==> config.mk <==
export PLATFORM = sky130hd
export DESIGN_NAME = irq_priority_regs
export DESIGN_NICKNAME = d
export VERILOG_FILES = /design/src/verilog/prio_slot_decode.v /design/src/verilog/irq_priority_regs.v
export VERILOG_INCLUDE_DIRS = /design/src /design/src/verilog
export SDC_FILE = /design/constraint.sdc
export NUM_CORES = 1
export LEC_CHECK = 0
export ABC_AREA = 1
export BUFFER_PORTS_ARGS = -buffer_cell sky130_fd_sc_hd__buf_2
export CORE_MARGIN = 2
export CORE_UTILIZATION = 40
export CTS_CLUSTER_SIZE = 30
export DETAILED_ROUTE_END_ITERATION = 10
export PLACE_DENSITY = 0.71
export SYNTH_ARGS = -nofsm -noshare
export SYNTH_HDL_FRONTEND = slang
export SYNTH_HIERARCHICAL = 1
export SYNTH_SLANG_ARGS = --single-unit
==> constraint.sdc <==
create_clock -name clk_i -period 2 [get_ports clk_i]
set_input_delay 0.2 -clock clk_i [delete_from_list [all_inputs] [get_ports clk_i]]
set_output_delay 0.2 -clock clk_i [all_outputs]
set_load 0.02 [all_outputs]
==> src/verilog/irq_priority_map.vh <==
// Register offsets, implemented-bit masks and reset values of the priority bank
`ifndef IRQ_PRIORITY_MAP_VH
`define IRQ_PRIORITY_MAP_VH
`define PRIO_OFS_U1RX_SPI1_T3 8'h00
`define PRIO_OFS_DMA1_ADC1_U1TX 8'h04
`define PRIO_OFS_CN_I2C1 8'h08
`define PRIO_OFS_CAP78_ADC2_EXT1 8'h0C
`define PRIO_OFS_T4_OC34_DMA2 8'h10
`define PRIO_OFS_U2_EXT2_T5 8'h14
`define PRIO_OFS_CAN1_SPI2 8'h18
`define PRIO_REG_COUNT 7
`define PRIO_FIELD_RESET 3'h4
`define PRIO_SLOT_RESET 4'h4
`define PRIO_LEVEL_OFF 3'h0
`define PRIO_LEVEL_MIN 3'h1
`define PRIO_LEVEL_MAX 3'h7
`define MASK_FULL 16'h7777
`define MASK_DMA1_ADC1_U1TX 16'h0777
`define MASK_CN_I2C1 16'h7077
`define AXI_RESP_OKAY 2'h0
`define AXI_RESP_SLVERR 2'h2
`endif

==> src/verilog/prio_slot_decode.v <==
// One 3-bit priority slot: level and enable as seen by the arbiter
`timescale 1ns/1ps
module prio_slot_decode (
    input wire [2:0] field_i,
    output wire [2:0] level_o,
    output wire enabled_o
);
`include "irq_priority_map.vh"
    // Code equals level; 7 highest, 1 lowest enabled
    assign level_o = field_i;
    // Level zero never requests service
    assign enabled_o = (field_i != `PRIO_LEVEL_OFF);
endmodule // prio_slot_decode

==> src/verilog/irq_priority_regs.v <==
// Interrupt priority register bank with AXI4-Lite slave
//
// Local design decisions: the AXI4-Lite interface to the registers and the placing of the registers.
`timescale 1ns/1ps
// Functional notes
// - Field code 111 means priority level 7, the highest.
// - Code 001 is level 1, lowest enabled; codes between map linearly.
// - Code 000 disables the source; it never requests service.
// - Unimplemented bits read zero and ignore writes.
// - Every implemented field resets to 100, level four.
// - Fields sit at bits 14-12, 10-8, 6-4, 2-0; bit 3 of nibbles unused.
// - DMA channel 1 priority at bits 10-8; bits 15-11 unimplemented.
// - Converter 1 done priority at bits 6-4 of that register.
// - Serial 1 transmit priority at bits 2-0 of that register.
// - Serial 2 receive priority at bits 10-8 beside serial 2 transmit.
module irq_priority_regs (
    input wire clk_i,
    input wire rst_i,
    input wire [7:0] s_axi_awaddr_i,
    input wire s_axi_awvalid_i,
    output wire s_axi_awready_o,
    input wire [31:0] s_axi_wdata_i,
    input wire [3:0] s_axi_wstrb_i,
    input wire s_axi_wvalid_i,
    output wire s_axi_wready_o,
    output wire [1:0] s_axi_bresp_o,
    output wire s_axi_bvalid_o,
    input wire s_axi_bready_i,
    input wire [7:0] s_axi_araddr_i,
    input wire s_axi_arvalid_i,
    output wire s_axi_arready_o,
    output wire [31:0] s_axi_rdata_o,
    output wire [1:0] s_axi_rresp_o,
    output wire s_axi_rvalid_o,
    input wire s_axi_rready_i,
    output wire [2:0] serial1_rx_priority_o,
    output wire [2:0] sync_serial1_event_priority_o,
    output wire [2:0] sync_serial1_error_priority_o,
    output wire [2:0] timer3_priority_o,
    output wire [2:0] dma_ch1_done_priority_o,
    output wire [2:0] conv1_done_priority_o,
    output wire [2:0] serial1_tx_priority_o,
    output wire [2:0] pin_change_priority_o,
    output wire [2:0] twowire1_master_priority_o,
    output wire [2:0] twowire1_slave_priority_o,
    output wire [2:0] capture8_priority_o,
    output wire [2:0] capture7_priority_o,
    output wire [2:0] conv2_done_priority_o,
    output wire [2:0] ext_irq1_priority_o,
    output wire [2:0] timer4_priority_o,
    output wire [2:0] compare4_priority_o,
    output wire [2:0] compare3_priority_o,
    output wire [2:0] dma_ch2_done_priority_o,
    output wire [2:0] serial2_tx_priority_o,
    output wire [2:0] serial2_rx_priority_o,
    output wire [2:0] ext_irq2_priority_o,
    output wire [2:0] timer5_priority_o,
    output wire [2:0] can1_event_priority_o,
    output wire [2:0] can1_rx_ready_priority_o,
    output wire [2:0] sync_serial2_event_priority_o,
    output wire [2:0] sync_serial2_error_priority_o,
    output wire [27:0] source_enabled_o
);
`include "irq_priority_map.vh"

    // Write engine states; one write in flight at a time
    localparam [2:0] WR_IDLE = 3'b001;
    localparam [2:0] WR_RESP = 3'b010;
    localparam [2:0] WR_HOLD = 3'b100;

    // Storage, one flop word per register, indexed by offset / 4
    reg [15:0] prio_r [0:6];
    reg [15:0] prio_nxt [0:6];

    reg [2:0] wr_state_r;
    reg [2:0] wr_state_nxt;
    reg aw_got_r;
    reg w_got_r;
    reg [7:0] aw_addr_r;
    reg [31:0] w_data_r;
    reg [3:0] w_strb_r;
    reg [1:0] bresp_r;
    reg bvalid_r;
    reg rvalid_r;
    reg [31:0] rdata_r;
    reg [1:0] rresp_r;
    integer i;
    integer j;

    // Implemented-bit mask per register index
    function [15:0] reg_mask;
        input [2:0] idx;
        begin
            case (idx)
                3'h1: reg_mask = `MASK_DMA1_ADC1_U1TX;
                3'h2: reg_mask = `MASK_CN_I2C1;
                default: reg_mask = `MASK_FULL;
            endcase
        end
    endfunction

    // Reset image: 100 in every implemented slot
    function [15:0] reg_reset;
        input [2:0] idx;
        begin
            reg_reset = {4{`PRIO_SLOT_RESET}} & reg_mask(idx);
        end
    endfunction

    // Offset decode; valid only for aligned words inside the bank
    function addr_hit;
        input [7:0] addr;
        begin
            addr_hit = (addr[1:0] == 2'h0) && (addr[7:2] < `PRIO_REG_COUNT);
        end
    endfunction

    // Byte-lane merge; strobes above lane 1 address no storage
    function [15:0] lane_merge;
        input [15:0] old_word;
        input [15:0] wr_word;
        input [1:0] strb;
        input [15:0] mask;
        begin
            lane_merge = old_word;
            if (strb[0]) begin
                lane_merge[7:0] = wr_word[7:0] & mask[7:0];
            end
            if (strb[1]) begin
                lane_merge[15:8] = wr_word[15:8] & mask[15:8];
            end
        end
    endfunction

    // A write lands as soon as both address and data have been taken
    wire [7:0] wr_addr = s_axi_awvalid_i && !aw_got_r ? s_axi_awaddr_i : aw_addr_r;
    wire [31:0] wr_data = s_axi_wvalid_i && !w_got_r ? s_axi_wdata_i : w_data_r;
    wire [3:0] wr_strb = s_axi_wvalid_i && !w_got_r ? s_axi_wstrb_i : w_strb_r;
    wire aw_take = (wr_state_r == WR_IDLE) && !aw_got_r && s_axi_awvalid_i;
    wire w_take = (wr_state_r == WR_IDLE) && !w_got_r && s_axi_wvalid_i;
    wire aw_have = aw_got_r || aw_take;
    wire w_have = w_got_r || w_take;
    wire wr_fire = (wr_state_r == WR_IDLE) && aw_have && w_have;
    wire [2:0] wr_idx = wr_addr[4:2];
    wire ar_take = s_axi_arvalid_i && !rvalid_r;
    wire [2:0] rd_idx = s_axi_araddr_i[4:2];
    wire wr_hit = addr_hit(wr_addr);
    wire rd_hit = addr_hit(s_axi_araddr_i);
    wire [15:0] wr_mask = reg_mask(wr_idx);
    wire [15:0] rd_mask = reg_mask(rd_idx);

    // Each channel refused once taken, until the response has been accepted
    assign s_axi_awready_o = (wr_state_r == WR_IDLE) && !aw_got_r;
    assign s_axi_wready_o = (wr_state_r == WR_IDLE) && !w_got_r;
    // Response and read data straight from flops
    assign s_axi_bvalid_o = bvalid_r;
    assign s_axi_bresp_o = bresp_r;
    // One read in flight; a new address waits while the answer stands
    assign s_axi_arready_o = !rvalid_r;
    assign s_axi_rvalid_o = rvalid_r;
    assign s_axi_rdata_o = rdata_r;
    assign s_axi_rresp_o = rresp_r;

    // Defaults hold every word; only a landing write changes one
    always @* begin
        wr_state_nxt = wr_state_r;
        for (j = 0; j < `PRIO_REG_COUNT; j = j + 1) begin
            prio_nxt[j] = prio_r[j];
        end
        case (wr_state_r)
            WR_IDLE: begin
                if (wr_fire) begin
                    wr_state_nxt = WR_RESP;
                    if (wr_hit) begin
                        // Byte lanes above bit 15 hold nothing; masked bits never store
                        prio_nxt[wr_idx] = lane_merge(prio_r[wr_idx], wr_data[15:0], wr_strb[1:0], wr_mask);
                    end
                end
            end
            WR_RESP: begin
                if (s_axi_bready_i) begin
                    wr_state_nxt = WR_IDLE;
                end else begin
                    wr_state_nxt = WR_HOLD;
                end
            end
            WR_HOLD: begin
                if (s_axi_bready_i) begin
                    wr_state_nxt = WR_IDLE;
                end
            end
            default: wr_state_nxt = WR_IDLE;
        endcase
    end

    // Write engine; storage and read path live in their own processes below
    always @(posedge clk_i) begin
        if (rst_i) begin
            wr_state_r <= WR_IDLE;
            aw_got_r <= 1'b0;
            w_got_r <= 1'b0;
            aw_addr_r <= 8'h00;
            w_data_r <= 32'h00000000;
            w_strb_r <= 4'h0;
            bvalid_r <= 1'b0;
            bresp_r <= `AXI_RESP_OKAY;
        end else begin
            wr_state_r <= wr_state_nxt;
            if (wr_fire) begin
                aw_got_r <= 1'b0;
                w_got_r <= 1'b0;
                bvalid_r <= 1'b1;
                bresp_r <= wr_hit ? `AXI_RESP_OKAY : `AXI_RESP_SLVERR;
            end else begin
                if (aw_take) begin
                    aw_got_r <= 1'b1;
                    aw_addr_r <= s_axi_awaddr_i;
                end
                if (w_take) begin
                    w_got_r <= 1'b1;
                    w_data_r <= s_axi_wdata_i;
                    w_strb_r <= s_axi_wstrb_i;
                end
                if (bvalid_r && s_axi_bready_i) begin
                    bvalid_r <= 1'b0;
                end
            end
        end
    end

    // New value visible on the cycle after the write completes
    always @(posedge clk_i) begin
        if (rst_i) begin
            for (i = 0; i < `PRIO_REG_COUNT; i = i + 1) begin
                prio_r[i] <= reg_reset(i[2:0]);
            end
        end else begin
            for (i = 0; i < `PRIO_REG_COUNT; i = i + 1) begin
                prio_r[i] <= prio_nxt[i];
            end
        end
    end

    // Read takes the stored word, so a write landing on the same edge shows on the next read
    always @(posedge clk_i) begin
        if (rst_i) begin
            rvalid_r <= 1'b0;
            rdata_r <= 32'h00000000;
            rresp_r <= `AXI_RESP_OKAY;
        end else if (ar_take) begin
            rvalid_r <= 1'b1;
            if (rd_hit) begin
                // Upper half and unused bits read as zero
                rdata_r <= {16'h0000, prio_r[rd_idx] & rd_mask};
                rresp_r <= `AXI_RESP_OKAY;
            end else begin
                rdata_r <= 32'h00000000;
                rresp_r <= `AXI_RESP_SLVERR;
            end
        end else if (rvalid_r && s_axi_rready_i) begin
            rvalid_r <= 1'b0;
        end
    end

    // Field placement: index 0..6 follows the offset order in the map
    assign serial1_rx_priority_o = prio_r[0][14:12];
    assign sync_serial1_event_priority_o = prio_r[0][10:8];
    assign sync_serial1_error_priority_o = prio_r[0][6:4];
    assign timer3_priority_o = prio_r[0][2:0];
    assign dma_ch1_done_priority_o = prio_r[1][10:8];
    assign conv1_done_priority_o = prio_r[1][6:4];
    assign serial1_tx_priority_o = prio_r[1][2:0];
    assign pin_change_priority_o = prio_r[2][14:12];
    assign twowire1_master_priority_o = prio_r[2][6:4];
    assign twowire1_slave_priority_o = prio_r[2][2:0];
    assign capture8_priority_o = prio_r[3][14:12];
    assign capture7_priority_o = prio_r[3][10:8];
    assign conv2_done_priority_o = prio_r[3][6:4];
    assign ext_irq1_priority_o = prio_r[3][2:0];
    assign timer4_priority_o = prio_r[4][14:12];
    assign compare4_priority_o = prio_r[4][10:8];
    assign compare3_priority_o = prio_r[4][6:4];
    assign dma_ch2_done_priority_o = prio_r[4][2:0];
    assign serial2_tx_priority_o = prio_r[5][14:12];
    assign serial2_rx_priority_o = prio_r[5][10:8];
    assign ext_irq2_priority_o = prio_r[5][6:4];
    assign timer5_priority_o = prio_r[5][2:0];
    assign can1_event_priority_o = prio_r[6][14:12];
    assign can1_rx_ready_priority_o = prio_r[6][10:8];
    assign sync_serial2_event_priority_o = prio_r[6][6:4];
    assign sync_serial2_error_priority_o = prio_r[6][2:0];

    // Enable flags for all 28 slots, index = reg*4 + slot; unused slots stay off
    genvar g;
    generate
        for (g = 0; g < 28; g = g + 1) begin : slot_gen
            wire [2:0] slot_field = prio_r[g / 4][(g % 4) * 4 +: 3];
            prio_slot_decode u_slot (
                .field_i(slot_field),
                .level_o(),
                .enabled_o(source_enabled_o[g])
            );
        end
    endgenerate
endmodule // irq_priority_regs

==> impl_metrics.json <==
{
  "areaGrowthSynthToFinish_pct": 27.47,
  "yosys_warnings": 6,
  "route.vias.total": 8029,
  "hpwl_mm": 18.83,
  "layout_common_cells": "nand2_1 (328), buf_2 (161), inv_1 (144), a21oi_1 (136), dfxtp_1 (127)",
  "seq_area_um2": 2542,
  "final_max_slew_viol_count": 0,
  "ctsHoldBuffers": 0,
  "routed_via_density": 5.190,
  "drive_above_1_share_pct": 23.44,
  "end_kind": "flop",
  "ir_drop_uv": 662.3,
  "tightestPinTransition_ns": 0.9669,
  "min_path_type": "in2reg",
  "place.gp.congestion": 0.9530,
  "cts_tree": "yes",
  "grt_pass1_wl_mm": 38.38,
  "htreeDepth": 4,
  "grt_overflow": 0,
  "postRouteAntennaNets": 0,
  "clk_pin_slew_ns": 0.06,
  "netlist_instances": 1123,
  "layout_commonest_cell": "nand2_1",
  "cts_buffers": 17,
  "critPathLaunchType": "flop",
  "routed_wl_mm": 25.07,
  "synth_area_um2": 7247,
  "post-route-period-util_pct": 95.58,
  "max_freq_ghz": 0.5231,
  "clock_skew_ns": 0.01129,
  "rows": 49,
  "die_h_um": 138.6,
  "cp_max_fo": 14,
  "hold_viol": 0,
  "drt_iter0_drc": 712,
  "avgSynthCellArea_um2": 6.453,
  "maxSlewHeadroom_pct": 35.30,
  "worstSetupPathType": "reg2reg",
  "die_w_um": 138.6,
  "dp_slack_ns": 0.03867,
  "drc_errors": 0,
  "setup_ws_ns": 0.08832,
  "clock_path_buffers": 2,
  "root_buffer": "clkbuf_16",
  "n_fill_cell": 1812,
  "p_per_area_nw_per_um2": 1181,
  "finalSetupViolCount": 0,
  "track_usage_pct": 25.47,
  "dieArea_um2": 19210,
  "multi_input_area_um2": 3661,
  "grt_max_degree": 54,
  "run_status": "complete, no violations",
  "layout_min_cycle_time_ns": 1.912,
  "avgRoutedWirePerCell_um": 16.21,
  "cap_violations": 0,
  "start_util_pct": 40.62,
  "portBuffers": 161,
  "n_antenna_cell": 0,
  "grt_pass1_vias": 7065,
  "cp_data_arrival_time_ns": 2.23,
  "coreArea_um2": 17840,
  "dr.pass1.iters": 6,
  "io_pins": 206,
  "insertion_delay_ns": 0.43,
  "worstPathRequired_ns": 2.32,
  "p_leak_nw": 4.820,
  "fin_hold_ws_ns": 0.05961,
  "antenna_found_initial": 0,
  "cts_num_sinks": 127,
  "layout.nets": 1364
}
==> flip-flops by register name, indices dropped and copies added, names as in the netlist <==
| name | flops |
|---|---|
| wr_state_r | 3 |
| s_axi_rvalid_o | 1 |
| s_axi_bresp_o | 1 |
| w_strb_r | 2 |
| s_axi_rresp_o | 1 |
| aw_got_r | 1 |
| prio_r | 84 |
| s_axi_rdata_o | 12 |
| aw_addr_r | 8 |
| s_axi_bvalid_o | 1 |
| w_got_r | 1 |
| w_data_r | 12 |
==> path summary, 6_finish.rpt <==
kind / to / slack (ns) / start / cells past startpoint
max: prio_r[0][13] / 0.09 / aw_got_r / 13
min: w_data_r[4] / 0.06 / s_axi_wdata_i[4] / 3
max reg2reg: prio_r[0][13] / 0.09 / aw_got_r / 13
min reg2reg: aw_addr_r[7] / 0.45 / aw_addr_r[7] / 2
==> power by group <==
part,internal [mW],switching [mW]
clock network,2.30,1.17
registers,2.83,0.212
logic,1.60,2.81
==> timing repair <==
| action | 4_1_cts | 5_1_grt |
|---|---|---|
| hold endpoints to repair | 0 | 0 |
| endpoints found under the setup margin | 0 | 64 |
| resized for setup | 0 | 9 |
| setup buffers | 0 | 5 |
==> area by class of cell <==
type,count,area share [%]
well taps,229,3.102
clock buffers,21,5.093
multi-input cells,773,39.63
repair buffers,229,16.27
inverters,157,6.380
clock inverters,11,2.005
flip-flops and latches,127,27.52
==> routing by layer <==
layer	GRT usage [%]	vias up	wire length (µm)
met3	5.214	61	2145
met5	0	-	0
met2	41.22	410	11630
li1	-	3895	-
met4	9.936	0	805
met1	33.50	3663	10490
==> critical path, cell delays in order, from the launching register on <==
cell      delay, ns
dfxtp_1        0.32
buf_4          0.14
nor2_1         0.13
nand2_1        0.11
nand2_4        0.15
buf_12         0.16
nand2_1        0.06
nand3_1        0.10
nand3_1        0.11
o21bai_1       0.18
buf_4          0.19
nand2_1        0.05
nand2_1        0.07
inv_1          0.04
==> through the flow <==
step | power, mW | cell area, µm² | utilization, % | TNS, ns | cells
6_report | 10.91 | 9238 | 51.78 | 0 | 1547
5_1_grt | 11.44 | 9238 | 51.78 | -0.05016 | 1547
4_1_cts | 10.72 | 9161 | 51.35 | 0 | 1542
3_5_place_dp | 7.263 | 8506 | 47.68 | 0 | 1510
3_3_place_gp | 7.215 | 8506 | 47.68 | 0 | 1510
2_1_floorplan | 5.635 | 7326 | - | 0 | 1144
Note: power is estimated with default switching activity, not from simulation.
